===== src/rtl/mcpl_defs.vh =====
`ifndef MCPL_DEFS_VH
`define MCPL_DEFS_VH

// ----------------------------------------------------------------------------
// Register byte offsets
// ----------------------------------------------------------------------------
`define MCPL_OFF_CTRL     12'h000
`define MCPL_OFF_STATUS   12'h004
`define MCPL_OFF_IRQ_STAT 12'h008
`define MCPL_OFF_IRQ_MASK 12'h00C
`define MCPL_OFF_ID       12'h010

// ----------------------------------------------------------------------------
// Control register fields
// ----------------------------------------------------------------------------
`define MCPL_CTRL_FAULT    0
`define MCPL_CTRL_CRIT     1
`define MCPL_CTRL_PRESENT  2
`define MCPL_CTRL_INITDONE 3
`define MCPL_CTRL_RST      32'h0000_0004

// ----------------------------------------------------------------------------
// Status register fields
// ----------------------------------------------------------------------------
`define MCPL_ST_SELECTED  0
`define MCPL_ST_LOWPWR    1
`define MCPL_ST_NOTREADY  2
`define MCPL_ST_INRESET   3

// ----------------------------------------------------------------------------
// Interrupt status and mask fields
// ----------------------------------------------------------------------------
`define MCPL_IRQ_RSTDONE  0
`define MCPL_IRQ_FAULT    1
`define MCPL_IRQ_CRIT     2
`define MCPL_IRQ_WIDTH    3
`define MCPL_IRQ_MASK_RST 3'h7

// ----------------------------------------------------------------------------
// Timing and identity
// ----------------------------------------------------------------------------
`define MCPL_RST_MIN_CYC  16'h0014
`define MCPL_CNT_WIDTH    16
// Identity value is arbitrary.
`define MCPL_ID_VALUE     32'h00C0_FFEE

`endif


===== src/rtl/mcpl_top.v =====
// Functional notes
// - serial bus answered only while select low
// - long reset low restores control and interrupt mask defaults
// - reset done raises alert, notready cleared
// - power-up posts reset-done alert itself
// - low-power input caps power consumption
// - presence line pulled low when inserted
// - alert low flags fault or critical status
// - alert only pulls low, open drain
// - seven low-speed control signals provided
//
// The APB interface to the registers and the placing of the registers are this design's own decisions.
`timescale 1ns/1ps
`include "mcpl_defs.vh"

module mcpl_top #(
  parameter [15:0] RST_MIN_CYC = `MCPL_RST_MIN_CYC
) (
  // System
  input  wire        sys_clk,
  input  wire        srst,
  // APB slave
  input  wire        psel,
  input  wire        penable,
  input  wire        pwrite,
  input  wire [11:0] paddr,
  input  wire [31:0] pwdata,
  output reg  [31:0] prdata,
  output reg         pready,
  output reg         pslverr,
  // Host control pins
  input  wire        module_select_n,
  input  wire        module_reset_n,
  input  wire        power_limit_input,
  input  wire        scl_in,
  output reg         scl_out,
  output reg         scl_oe,
  input  wire        sda_in,
  output reg         sda_out,
  output reg         sda_oe,
  output reg         presence_detect_n,
  output reg         presence_oe,
  output reg         alert_out,
  output reg         alert_oe,
  // Internal serial engine side
  output reg         serial_enable,
  output reg         serial_scl,
  output reg         serial_sda,
  input  wire        serial_sda_drive_low,
  output reg         power_cap,
  // Interrupt
  output reg         irq
);

  // --------------------------------------------------------------------------
  // State
  // --------------------------------------------------------------------------
  // Boot lasts one cycle, so that power-up posts the same reset-done event as a pin reset.
  localparam ST_BOOT = 2'h0;
  localparam ST_RUN  = 2'h1;
  localparam ST_RST  = 2'h2;

  reg [1:0]                  state_ff;
  reg [1:0]                  nxt_state;
  reg [`MCPL_CNT_WIDTH-1:0]  low_cnt_ff;
  reg [`MCPL_CNT_WIDTH-1:0]  nxt_low_cnt;
  reg [31:0]                 ctrl_ff;
  reg [31:0]                 nxt_ctrl;
  reg                        notready_ff;
  reg                        nxt_notready;
  reg [`MCPL_IRQ_WIDTH-1:0]  irq_stat_ff;
  wire [`MCPL_IRQ_WIDTH-1:0] nxt_irq_stat;
  reg [`MCPL_IRQ_WIDTH-1:0]  irq_mask_ff;
  reg [`MCPL_IRQ_WIDTH-1:0]  nxt_irq_mask;
  reg                        fault_d_ff;
  reg                        crit_d_ff;
  reg [31:0]                 nxt_prdata;
  reg                        nxt_pslverr;
  reg [31:0]                 status_word;
  wire [`MCPL_IRQ_WIDTH-1:0] irq_live;

  wire apb_acc   = psel & penable & ~pready;
  wire apb_wr    = apb_acc & pwrite;
  wire long_low  = (low_cnt_ff >= RST_MIN_CYC);
  wire rst_done  = (state_ff == ST_BOOT) | ((state_ff == ST_RST) & module_reset_n);
  wire [`MCPL_IRQ_WIDTH-1:0] ev;
  wire [`MCPL_IRQ_WIDTH-1:0] w1c;

  // --------------------------------------------------------------------------
  // Events
  // --------------------------------------------------------------------------
  assign ev[`MCPL_IRQ_RSTDONE] = rst_done;
  assign ev[`MCPL_IRQ_FAULT]   = ctrl_ff[`MCPL_CTRL_FAULT] & ~fault_d_ff;
  assign ev[`MCPL_IRQ_CRIT]    = ctrl_ff[`MCPL_CTRL_CRIT] & ~crit_d_ff;
  assign w1c = (apb_wr && paddr == `MCPL_OFF_IRQ_STAT) ? pwdata[`MCPL_IRQ_WIDTH-1:0] : {`MCPL_IRQ_WIDTH{1'b0}};

  // --------------------------------------------------------------------------
  // Interrupt status, one sticky flag per event
  // --------------------------------------------------------------------------
  // Set wins over a simultaneous write-one-to-clear, so an event that lands in
  // the same cycle as the software clear is never lost.
  genvar gi;
  generate
    for (gi = 0; gi < `MCPL_IRQ_WIDTH; gi = gi + 1) begin : g_irq_bit
      assign nxt_irq_stat[gi] = (irq_stat_ff[gi] & ~w1c[gi]) | ev[gi];
      // The mask is taken at its next value, so the pin never lags a mask write.
      assign irq_live[gi]     = nxt_irq_stat[gi] & nxt_irq_mask[gi];
    end
  endgenerate

  // --------------------------------------------------------------------------
  // Reset pulse filter and sequencing
  // --------------------------------------------------------------------------
  // The count saturates at the minimum, so a pin held low for a long time
  // cannot wrap it back to zero and end the reset by itself.
  always @* begin
    nxt_low_cnt = low_cnt_ff;
    if (module_reset_n) begin
      nxt_low_cnt = {`MCPL_CNT_WIDTH{1'b0}};
    end else if (!long_low) begin
      nxt_low_cnt = low_cnt_ff + 16'h0001;
    end
  end

  // --------------------------------------------------------------------------
  // Module reset sequencing
  // --------------------------------------------------------------------------
  always @* begin
    nxt_state    = state_ff;
    nxt_notready = notready_ff;
    case (state_ff)
      ST_BOOT: begin
        nxt_state    = ST_RUN;
        nxt_notready = 1'b0;
      end
      ST_RUN: begin
        // Short glitches never reach here: the count must reach the minimum.
        if (long_low) begin
          nxt_state    = ST_RST;
          nxt_notready = 1'b1;
        end
      end
      ST_RST: begin
        // Only the release of the pin ends the reset, however long it was held.
        if (module_reset_n) begin
          nxt_state    = ST_RUN;
          nxt_notready = 1'b0;
        end
      end
      default: begin
        nxt_state = ST_BOOT;
      end
    endcase
  end

  // --------------------------------------------------------------------------
  // Status word
  // --------------------------------------------------------------------------
  // Pin levels are shown live; software must not trust the word while the
  // in-reset bit is set.
  always @* begin
    status_word                    = 32'h0000_0000;
    status_word[`MCPL_ST_SELECTED] = ~module_select_n;
    status_word[`MCPL_ST_LOWPWR]   = power_limit_input;
    status_word[`MCPL_ST_NOTREADY] = notready_ff;
    status_word[`MCPL_ST_INRESET]  = (state_ff == ST_RST);
  end

  // --------------------------------------------------------------------------
  // Registers and APB decode
  // --------------------------------------------------------------------------
  // Unmapped offsets answer with an error and change nothing.
  always @* begin
    nxt_ctrl     = ctrl_ff;
    nxt_irq_mask = irq_mask_ff;
    nxt_prdata   = 32'h0000_0000;
    nxt_pslverr  = 1'b0;
    if (apb_acc) begin
      case (paddr)
        `MCPL_OFF_CTRL: begin
          if (pwrite) begin
            nxt_ctrl = {28'h0000000, pwdata[3:0]};
          end
          nxt_prdata = ctrl_ff;
        end
        `MCPL_OFF_STATUS: begin
          nxt_prdata = status_word;
        end
        `MCPL_OFF_IRQ_STAT: begin
          nxt_prdata = {29'h00000000, irq_stat_ff};
        end
        `MCPL_OFF_IRQ_MASK: begin
          if (pwrite) begin
            nxt_irq_mask = pwdata[`MCPL_IRQ_WIDTH-1:0];
          end
          nxt_prdata = {29'h00000000, irq_mask_ff};
        end
        `MCPL_OFF_ID: begin
          nxt_prdata = `MCPL_ID_VALUE;
        end
        default: begin
          nxt_pslverr = 1'b1;
        end
      endcase
    end
    // Defaults land once, on entry to reset; writes made while the pin is
    // still held low are kept.
    if (state_ff == ST_RUN && long_low) begin
      nxt_ctrl     = `MCPL_CTRL_RST;
      nxt_irq_mask = `MCPL_IRQ_MASK_RST;
    end
  end

  // --------------------------------------------------------------------------
  // Sequencing flip-flops
  // --------------------------------------------------------------------------
  // Not-ready comes up set, so software never sees ready before the boot event.
  always @(posedge sys_clk) begin
    if (srst) begin
      state_ff    <= ST_BOOT;
      low_cnt_ff  <= {`MCPL_CNT_WIDTH{1'b0}};
      notready_ff <= 1'b1;
    end else begin
      state_ff    <= nxt_state;
      low_cnt_ff  <= nxt_low_cnt;
      notready_ff <= nxt_notready;
    end
  end

  // --------------------------------------------------------------------------
  // Register flip-flops
  // --------------------------------------------------------------------------
  always @(posedge sys_clk) begin
    if (srst) begin
      ctrl_ff     <= `MCPL_CTRL_RST;
      irq_stat_ff <= {`MCPL_IRQ_WIDTH{1'b0}};
      irq_mask_ff <= `MCPL_IRQ_MASK_RST;
      fault_d_ff  <= 1'b0;
      crit_d_ff   <= 1'b0;
    end else begin
      ctrl_ff     <= nxt_ctrl;
      irq_stat_ff <= nxt_irq_stat;
      irq_mask_ff <= nxt_irq_mask;
      fault_d_ff  <= ctrl_ff[`MCPL_CTRL_FAULT];
      crit_d_ff   <= ctrl_ff[`MCPL_CTRL_CRIT];
    end
  end

  // --------------------------------------------------------------------------
  // APB response flip-flops
  // --------------------------------------------------------------------------
  always @(posedge sys_clk) begin
    if (srst) begin
      prdata  <= 32'h0000_0000;
      pready  <= 1'b0;
      pslverr <= 1'b0;
    end else begin
      prdata  <= nxt_prdata;
      // One wait state: the answer follows the first access cycle.
      pready  <= apb_acc;
      pslverr <= nxt_pslverr;
    end
  end

  // --------------------------------------------------------------------------
  // Pin flip-flops
  // --------------------------------------------------------------------------
  // The module only ever pulls its open-drain lines low; the host pull-ups give the high level.
  always @(posedge sys_clk) begin
    if (srst) begin
      scl_out           <= 1'b0;
      scl_oe            <= 1'b0;
      sda_out           <= 1'b0;
      sda_oe            <= 1'b0;
      presence_detect_n <= 1'b0;
      presence_oe       <= 1'b0;
      alert_out         <= 1'b0;
      alert_oe          <= 1'b0;
      serial_enable     <= 1'b0;
      serial_scl        <= 1'b1;
      serial_sda        <= 1'b1;
      power_cap         <= 1'b1;
      irq               <= 1'b0;
    end else begin
      // Clock line is only ever sampled; the module never stretches it.
      scl_out           <= 1'b0;
      scl_oe            <= 1'b0;
      // Select gates the serial lines one cycle late; the serial engine must allow for it.
      serial_enable     <= ~module_select_n;
      serial_scl        <= module_select_n | scl_in;
      serial_sda        <= module_select_n | sda_in;
      sda_out           <= 1'b0;
      sda_oe            <= ~module_select_n & serial_sda_drive_low;
      presence_detect_n <= 1'b0;
      presence_oe       <= 1'b1;
      alert_out         <= 1'b0;
      alert_oe          <= |irq_live;
      power_cap         <= power_limit_input;
      irq               <= |irq_live;
    end
  end

endmodule


===== config.mk =====
export PLATFORM = sky130hd
export DESIGN_NAME = mcpl_top
export DESIGN_NICKNAME = d
export VERILOG_FILES = /design/src/rtl/mcpl_top.v
export VERILOG_INCLUDE_DIRS = /design/src /design/src/rtl
export SDC_FILE = /design/constraint.sdc
export NUM_CORES = 1
export LEC_CHECK = 0
export BUFFER_PORTS_ARGS = -buffer_cell sky130_fd_sc_hd__buf_2
export CAP_MARGIN = 20
export CORE_UTILIZATION = 30
export DETAILED_ROUTE_END_ITERATION = 10
export SYNTH_ARGS = -nofsm -noshare
export SYNTH_HDL_FRONTEND = slang
export SYNTH_SLANG_ARGS = --single-unit

===== constraint.sdc =====
create_clock -name sys_clk -period 5.1 [get_ports sys_clk]
set_input_delay 1.02 -clock sys_clk [delete_from_list [all_inputs] [get_ports sys_clk]]
set_output_delay 1.02 -clock sys_clk [all_outputs]
set_load 0.005 [all_outputs]

==> metrics.txt, run 1 <==
# TYPE chip_impl_metric gauge
chip_impl_info{name="root_buffer",value="clkbuf_8"} 1
chip_impl_metric{name="route.detailed.drc",unit=""} 0
chip_impl_metric{name="insertion_delay",unit="ns"} 0.29
chip_impl_info{name="worst_path_class_setup",value="in -> reg"} 1
chip_impl_info{name="critical_path.slowest_cell",value="or4b_1"} 1
chip_impl_metric{name="maxCapViolations",unit=""} 0
chip_impl_metric{name="drive_gt1_share",unit="%"} 25.6
chip_impl_metric{name="wp_buf_inv",unit=""} 1
chip_impl_metric{name="clock_period_minus_worst_slack",unit="ns"} 2.50
chip_impl_metric{name="worst-endpoint-arrival",unit="ns"} 2.67
chip_impl_metric{name="io-pin-count",unit=""} 102
chip_impl_metric{name="critical_path.max_fanout",unit=""} 5
chip_impl_metric{name="die_area",unit="sq mm"} 0.00688
chip_impl_metric{name="yosysUniqueCellTypes",unit=""} 40
chip_impl_info{name="cts_tree",value="built"} 1
chip_impl_metric{name="setup-tns-final",unit="ns"} 0
chip_impl_metric{name="cts_sinks",unit=""} 45
chip_impl_metric{name="max_slew_headroom_at_the_worst_pin",unit="%"} 64.9
chip_impl_metric{name="ys_seq_elements",unit=""} 45
chip_impl_metric{name="grt_overflow_total",unit=""} 0
chip_impl_metric{name="cts_resized",unit=""} 0
chip_impl_metric{name="worst_ir_drop_vdd",unit="mV"} 0.174
chip_impl_metric{name="diodes_inserted",unit=""} 0
chip_impl_info{name="worst_setup_path_start_kind",value="input pin"} 1
chip_impl_info{name="timing.hold.worst.class",value="reg -> reg"} 1
chip_impl_metric{name="synth.mux.area_fraction",unit="%"} 5.15
chip_impl_info{name="grt_setup_unrepaired",value="false"} 1
chip_impl_metric{name="synth_fa_ha_area_share",unit="%"} 1.27
chip_impl_metric{name="clockBufferDepth",unit=""} 2
chip_impl_metric{name="detailedRoute.firstPassIterationCount",unit=""} 4
chip_impl_metric{name="netlist_instances",unit=""} 214
chip_impl_info{name="synth_top_flop_cell",value="dfxtp_1"} 1
chip_impl_metric{name="gpl.final_weighted_congestion",unit=""} 0.768
chip_impl_metric{name="syn_area_per_cell",unit="sq um"} 9.19
chip_impl_metric{name="routed_wire_length_per_instance",unit="microns"} 10.7
chip_impl_metric{name="clock_slew_at_reported_path_ffs",unit="ns"} 0.08
chip_impl_metric{name="yosysWarnings",unit=""} 0
chip_impl_metric{name="place_hpwl",unit="microns"} 2680
chip_impl_metric{name="largest_net_degree_at_the_start_of_global_routing",unit=""} 17
chip_impl_metric{name="antenna_violations_before_repair",unit=""} 0
chip_impl_metric{name="async_reset_ff_share",unit="%"} 0
chip_impl_metric{name="first_global_vias",unit=""} 1318
chip_impl_info{name="worst_path_dominant_cell_family",value="simple AND/OR/NAND/NOR gates"} 1
chip_impl_metric{name="required",unit="ns"} 5.27
chip_impl_metric{name="critical_path.max_stage_delay",unit="ns"} 0.53
chip_impl_info{name="crit_path_end_kind",value="register"} 1
chip_impl_metric{name="leakagePower",unit="nW"} 1.07
chip_impl_info{name="crit_path_cell_trace",value="buf_2, nor4_4, nand3_2, or4b_1, a21oi_1, nor2_1, a221o_1"} 1
chip_impl_metric{name="globalRouteTotalUtil",unit="%"} 10.8
chip_impl_metric{name="avgViaCountPerCell",unit=""} 4.28
chip_impl_metric{name="flow.area_growth_from_synthesis",unit="%"} 12.5
chip_impl_info{name="synth_top_family_by_area",value="simple AND/OR/NAND/NOR gates"} 1
chip_impl_metric{name="post_synth_instance_area",unit="sq mm"} 0.00197
chip_impl_metric{name="finalSetupViolCount",unit=""} 0
chip_impl_metric{name="hold-worst-slack",unit="ns"} 0.457
chip_impl_metric{name="synthSimpleGateAreaFrac",unit="%"} 23.0
chip_impl_metric{name="worst_clock_skew",unit="ns"} 0.00966
chip_impl_metric{name="core_area",unit="sq mm"} 0.00635
chip_impl_metric{name="power_density",unit="mW/mm^2"} 281
chip_impl_metric{name="start_util",unit="%"} 31.0
chip_impl_metric{name="placement.io_buffers",unit=""} 53
chip_impl_metric{name="global_route_wire_length_before_repair",unit="microns"} 5980
chip_impl_metric{name="core.rowCount",unit=""} 29
chip_impl_metric{name="final_nets",unit=""} 311
chip_impl_metric{name="dr_total_vias",unit=""} 1418
chip_impl_metric{name="drt_iter0_markers",unit=""} 77
chip_impl_metric{name="slew_violations",unit=""} 0
chip_impl_metric{name="synth_compound_gate_area_share",unit="%"} 7.57
chip_impl_metric{name="fmax",unit="MHz"} 400
chip_impl_metric{name="cts_inserted_buffers",unit=""} 5
chip_impl_metric{name="edff_count_synth",unit=""} 0
chip_impl_metric{name="htree_num_levels",unit=""} 2
chip_impl_info{name="outcome",value="complete, no violations"} 1
chip_impl_metric{name="utilization",unit="%"} 34.8
chip_impl_metric{name="post-route-period-util",unit="%"} 49.0
chip_impl_metric{name="fp.dieH",unit="microns"} 83.0
chip_impl_metric{name="cts.hold.buffers_added",unit=""} 0
chip_impl_metric{name="fraction_of_the_yosys_area_taken_by_sequential_cells",unit="%"} 45.8
chip_impl_metric{name="antenna_left",unit=""} 0
chip_impl_metric{name="postCtsSetupRepairBufs",unit=""} 0
chip_impl_metric{name="route.final.wire_length",unit="microns"} 3530
chip_impl_metric{name="die_width",unit="microns"} 83.0
chip_impl_metric{name="worst_tran_pin_value",unit="ns"} 0.522
chip_impl_metric{name="report.final.hold_viol_count",unit=""} 0
chip_impl_metric{name="post_synth_xor_area_fraction",unit="%"} 1.34
==> stage by stage <==
stage	setup slack (ns)	cells	power, mW	instance area [sq um]
global placement	2.29	324	0.413	2130
detailed placement	2.29	324	0.413	2130
finish	2.60	331	0.623	2210
global route	2.49	331	0.655	2210
floorplan	2.58	233	0.403	2040
CTS	2.60	331	0.630	2210
==> worst register-to-register path, delay by kind of cell (launching register included) <==
family / cells / cell delay [ns]
compound gates: 2 / 0.49
simple gates: 4 / 0.96
flops: 1 / 0.32
==> cell usage in the layout, fill, tap and decap left out, types with 2 or more instances in the layout <==
cell	synthesis	final
a21oi_1	7	7
conb_1	1	20
nand3_1	3	3
o21ai_0	4	4
clkbuf_8	0	6
nor3_1	4	4
inv_1	9	9
xor2_1	2	2
and3_1	2	2
dfxtp_1	45	45
buf_2	0	53
nand2_1	15	15
nor2_1	23	23
ha_1	2	2
and2_1	13	13
mux2i_1	9	9
nand4_1	2	2
and4b_1	2	2
a31oi_1	2	2
nor4_1	2	2
a21boi_0	3	3
nor2b_1	4	4
or3_1	4	4
==> per-layer routing <==
layer  GRT usage [%]  wire (microns)
met1            13.2            1630
met2            17.7            1670
met3            3.38             199
met4            4.55              30
met5               0               0
==> state kept, by name, summed over array words and instances, names as in the netlist, 2 cells and up <==
name         flops
low_cnt_ff      16
ctrl_ff          4
state_ff         2
prdata           5
irq_stat_ff      3
irq_mask_ff      3
==> cell usage after synthesis (all sizes together), types with 4 or more instances <==
cell type  instances  area share [%]
mux2i              9             4.6
nor2b              4             1.3
clkbuf             5            0.95
a21oi              7             1.8
nor2              23             4.4
buf               34              13
inv                9             1.7
or3                4             1.3
nor3               5             1.8
o21ai              4             1.0
and2              13             4.1
nand2             15             2.9
nand3              4             1.3
dfxtp             45              46
==> worst paths after layout <==
path / cells after the start / end / start / slack [ns]
worst min register to register: 2 / notready_ff$_SDFFE_PP1P_ / notready_ff$_SDFFE_PP1P_ / 0.46
worst max register to register: 6 / irq$_SDFF_PP0_ / pready$_SDFF_PP0_ / 3.22
worst max-delay path: 7 / irq$_SDFF_PP0_ / paddr[0] / 2.60
worst min-delay path: 2 / notready_ff$_SDFFE_PP1P_ / notready_ff$_SDFFE_PP1P_ / 0.46
==> layout make-up <==
| cell class | count | area [sq um] |
|---|---|---|
| multi-input cells | 140 | 830 |
| fillers | 652 | 4140 |
| well taps | 77 | 96.3 |
| clock buffers | 7 | 86.3 |
| flip-flops and latches | 45 | 901 |
| inverters | 9 | 33.8 |
| repair buffers | 53 | 265 |
==> kinds of logic after synthesis <==
logic type	count (synthesis)
AOI/OAI and AO/OA	23
xor gates and xnor gates	3
and+or+nand+nor	82
muxes	10
DFF	45
other	1
buffers and inverters	48
adders and majority gates	2
==> power breakdown <==
| group | internal [mW] | switching, mW |
|---|---|---|
| clock | 0.108 | 0.110 |
| combinational | 0.0185 | 0.0271 |
| sequential | 0.357 | 0.00229 |
Note: power is estimated with default switching activity, not from simulation.
==> run 2: changes to the inputs <==
==> constraint.sdc (replaced) <==
create_clock -name sys_clk -period 2 [get_ports sys_clk]
set_input_delay 0.4 -clock sys_clk [delete_from_list [all_inputs] [get_ports sys_clk]]
set_output_delay 0.4 -clock sys_clk [all_outputs]
set_load 0.005 [all_outputs]
==> run 2 against run 1 <==
  * Sequential share of layout area down 1.7 points
  * Critical path type is now reg -> reg
  * Cell area is 4.5% higher
  * Final cell count rose by 4.2%
  * Clock-buffer cell count did not move
  * Sequential cell count unchanged
  * Wire length rose by 0.60%
  * First-iteration DRC count fell by 19%
  * Register-to-register slack lost 3.1 ns
  * Total power rose to 2.5 times the previous value
==> metrics.txt, run 2 (synthesized netlist as in run 1, its figures left out) <==
# TYPE chip_impl_metric gauge
chip_impl_metric{name="post-route-period-util",unit="%"} 92.8
chip_impl_metric{name="start_util",unit="%"} 31.0
chip_impl_metric{name="leakagePower",unit="nW"} 1.13
chip_impl_info{name="grt_setup_unrepaired",value="false"} 1
chip_impl_metric{name="cts_inserted_buffers",unit=""} 5
chip_impl_metric{name="required",unit="ns"} 2.19
chip_impl_info{name="crit_path_end_kind",value="register"} 1
chip_impl_metric{name="critical_path.max_fanout",unit=""} 3
chip_impl_metric{name="intPower",unit="mW"} 1.21
chip_impl_metric{name="critical_path.max_stage_delay",unit="ns"} 0.35
chip_impl_metric{name="worst_r2r_path_depth",unit=""} 6
chip_impl_info{name="worst_path_most_repeated_cell",value="and4b_1"} 1
chip_impl_metric{name="grt_overflow_total",unit=""} 0
chip_impl_metric{name="finalSetupViolCount",unit=""} 0
chip_impl_metric{name="avgViaCountPerCell",unit=""} 4.27
chip_impl_metric{name="die_area",unit="sq mm"} 0.00688
chip_impl_info{name="top_register",value="low_cnt_ff"} 1
chip_impl_metric{name="layout_setup_ws",unit="ns"} 0.144
chip_impl_metric{name="core_area",unit="sq mm"} 0.00635
chip_impl_metric{name="antenna_left",unit=""} 0
chip_impl_metric{name="clockBufferDepth",unit=""} 2
chip_impl_metric{name="detailedRoute.firstPassIterationCount",unit=""} 4
chip_impl_metric{name="htree_num_levels",unit=""} 2
chip_impl_metric{name="placement.io_buffers",unit=""} 53
chip_impl_info{name="outcome",value="complete, no violations"} 1
chip_impl_metric{name="gpl.final_weighted_congestion",unit=""} 0.790
chip_impl_info{name="worst_path_class_setup",value="reg -> reg"} 1
chip_impl_metric{name="largest_net_degree_at_the_start_of_global_routing",unit=""} 14
chip_impl_metric{name="seqPwrFrac",unit="%"} 57.9
chip_impl_info{name="root_buffer",value="clkbuf_8"} 1
chip_impl_info{name="rr_startpoint",value="pready$_SDFF_PP0_"} 1
chip_impl_metric{name="insertion_delay",unit="ns"} 0.29
chip_impl_metric{name="global_route_wire_length_before_repair",unit="microns"} 5860
chip_impl_metric{name="core.rowCount",unit=""} 29
chip_impl_metric{name="final_nets",unit=""} 324
chip_impl_metric{name="clock_period_minus_worst_slack",unit="ns"} 1.86
chip_impl_metric{name="flow.area_growth_from_synthesis",unit="%"} 17.6
chip_impl_metric{name="route.detailed.drc",unit=""} 0
chip_impl_info{name="layout_common_cells",value="buf_2, dfxtp_1, nor2_1"} 1
chip_impl_metric{name="diodes_inserted",unit=""} 0
chip_impl_info{name="endpoint",value="irq$_SDFF_PP0_"} 1
chip_impl_info{name="critical_path.slowest_cell",value="a221o_1"} 1
chip_impl_metric{name="report.final.hold_viol_count",unit=""} 0
chip_impl_metric{name="comb_power_share",unit="%"} 8.0
chip_impl_info{name="critical_register_to_register_path_endpoint",value="irq$_SDFF_PP0_"} 1
chip_impl_info{name="largest_registers",value="low_cnt_ff: 16 flops, prdata: 5 flops, ctrl_ff: 4 flops"} 1
chip_impl_metric{name="r2r_slack",unit="ns"} 0.14
chip_impl_metric{name="netSwitchingPower",unit="mW"} 0.367
chip_impl_metric{name="route.final.wire_length",unit="microns"} 3550
chip_impl_metric{name="cts.hold.buffers_added",unit=""} 0
chip_impl_metric{name="worst_clock_skew",unit="ns"} 0.00564
chip_impl_metric{name="dr_total_vias",unit=""} 1474
chip_impl_metric{name="antenna_violations_before_repair",unit=""} 0
chip_impl_metric{name="fp.dieH",unit="microns"} 83.0
chip_impl_metric{name="drt_iter0_markers",unit=""} 62
chip_impl_info{name="crit_path_start",value="pready$_SDFF_PP0_"} 1
chip_impl_metric{name="fmax",unit="MHz"} 539
chip_impl_metric{name="pre_cts_ws",unit="ns"} -0.133
chip_impl_info{name="crit_path_cell_trace",value="and4b_1, and4b_1, nand4_1, mux2i_1, nand2_1, a221o_1"} 1
chip_impl_metric{name="die_width",unit="microns"} 83.0
chip_impl_metric{name="place_hpwl",unit="microns"} 2810
chip_impl_metric{name="clock_slew_at_reported_path_ffs",unit="ns"} 0.08
chip_impl_metric{name="io-pin-count",unit=""} 102
chip_impl_metric{name="globalRouteTotalUtil",unit="%"} 10.6
chip_impl_metric{name="drive_gt1_share",unit="%"} 29.9
chip_impl_metric{name="maxCapViolations",unit=""} 0
chip_impl_info{name="mostFrequentLayoutCell",value="buf_2"} 1
chip_impl_metric{name="dpl_cell_area",unit="sq mm"} 0.00221
chip_impl_metric{name="design_area",unit="sq mm"} 0.00231
chip_impl_metric{name="routed_wire_length_per_instance",unit="microns"} 10.3
chip_impl_metric{name="first_global_vias",unit=""} 1295
chip_impl_metric{name="worst-endpoint-arrival",unit="ns"} 2.04
chip_impl_metric{name="power_density",unit="mW/mm^2"} 684
chip_impl_info{name="worst_setup_path_start_kind",value="register"} 1
chip_impl_metric{name="cts_sinks",unit=""} 45
chip_impl_metric{name="power.share.switching",unit="%"} 23.2
chip_impl_info{name="cts_tree",value="built"} 1
chip_impl_info{name="timing.hold.worst.class",value="in -> reg"} 1
chip_impl_metric{name="largest_register_ffs",unit=""} 16
chip_impl_metric{name="worst_ir_drop_vdd",unit="mV"} 0.362
chip_impl_metric{name="pwr-share-clk",unit="%"} 34.0
chip_impl_metric{name="slew_violations",unit=""} 0
## run 2: cell count changes in the layout (fill, tap and decap cells not counted)
cell	change
dfxtp_1	-1
mux2i_2	+1
dfxtp_2	+1
buf_4	+13
clkbuf_1	+1
clkbuf_8	-1
clkinvlp_4	+1
mux2i_1	-1
## run 2: final cells by class
| class | count | area, sq um |
|---|---|---|
| fill | 647 | 4040 |
| sequential | 45 | 902 |
| multi-input combinational | 140 | 833 |
| timing repair buffer | 66 | 363 |
| tap | 77 | 96.3 |
| clock buffer | 7 | 76.3 |
| inverter | 9 | 33.8 |
| clock inverter | 1 | 7.51 |
## run 2: worst max-delay path: cells and delay by family, from the launching register on
family | cells | cell delay (ns)
AOI/OAI and AO/OA | 1 | 0.35
muxes | 1 | 0.27
and+or+nand+nor | 4 | 0.79
DFF | 1 | 0.33
## run 2: worst min path at each step
stage	cells past startpoint	start	endpoint
2_1_floorplan	2	notready_ff$_SDFFE_PP1P_	notready_ff$_SDFFE_PP1P_
3_3_place_gp	1	low_cnt_ff[10]$_SDFFE_PP0P_	low_cnt_ff[10]$_SDFFE_PP0P_
3_5_place_dp	1	low_cnt_ff[12]$_SDFFE_PP0P_	low_cnt_ff[12]$_SDFFE_PP0P_
4_1_cts	2	scl_in	serial_scl$_SDFF_PP1_
5_1_grt	2	scl_in	serial_scl$_SDFF_PP1_
6_report	2	scl_in	serial_scl$_SDFF_PP1_
## run 2: timing repair
action / CTS / global route
setup endpoints to repair: 0 / 1
setup buffers: 0 / 2
gates resized for setup: 0 / 2
## run 2: stage by stage
stage	instances	util (%)	hold WS [ns]	TNS, ns	power [mW]
2_1_floorplan	233	-	0.423	0	1.03
3_3_place_gp	335	34.8	0.444	-0.133	1.06
3_5_place_dp	335	34.8	0.445	-0.133	1.06
4_1_cts	343	36.1	0.282	0	1.60
5_1_grt	345	36.4	0.273	0	1.65
6_report	345	36.4	0.288	0	1.58
## run 2: power by group through the flow
stage	clock network, mW	logic (mW)	registers (mW)
after floorplan	0	0.0910	0.938
after global placement	0	0.126	0.937
after detailed placement	0	0.127	0.937
after CTS	0.559	0.128	0.916
after global routing	0.594	0.143	0.918
final	0.538	0.127	0.916
## run 2: per-layer routing
metal  vias to the layer above  GRT usage (%)  part of all wire, %
li1                        767              -                    -
met1                       648           12.7                   44
met2                        53           17.7                   49
met3                         6           3.78                  5.8
met4                         0           3.76                  1.5
met5                         -              0                    0
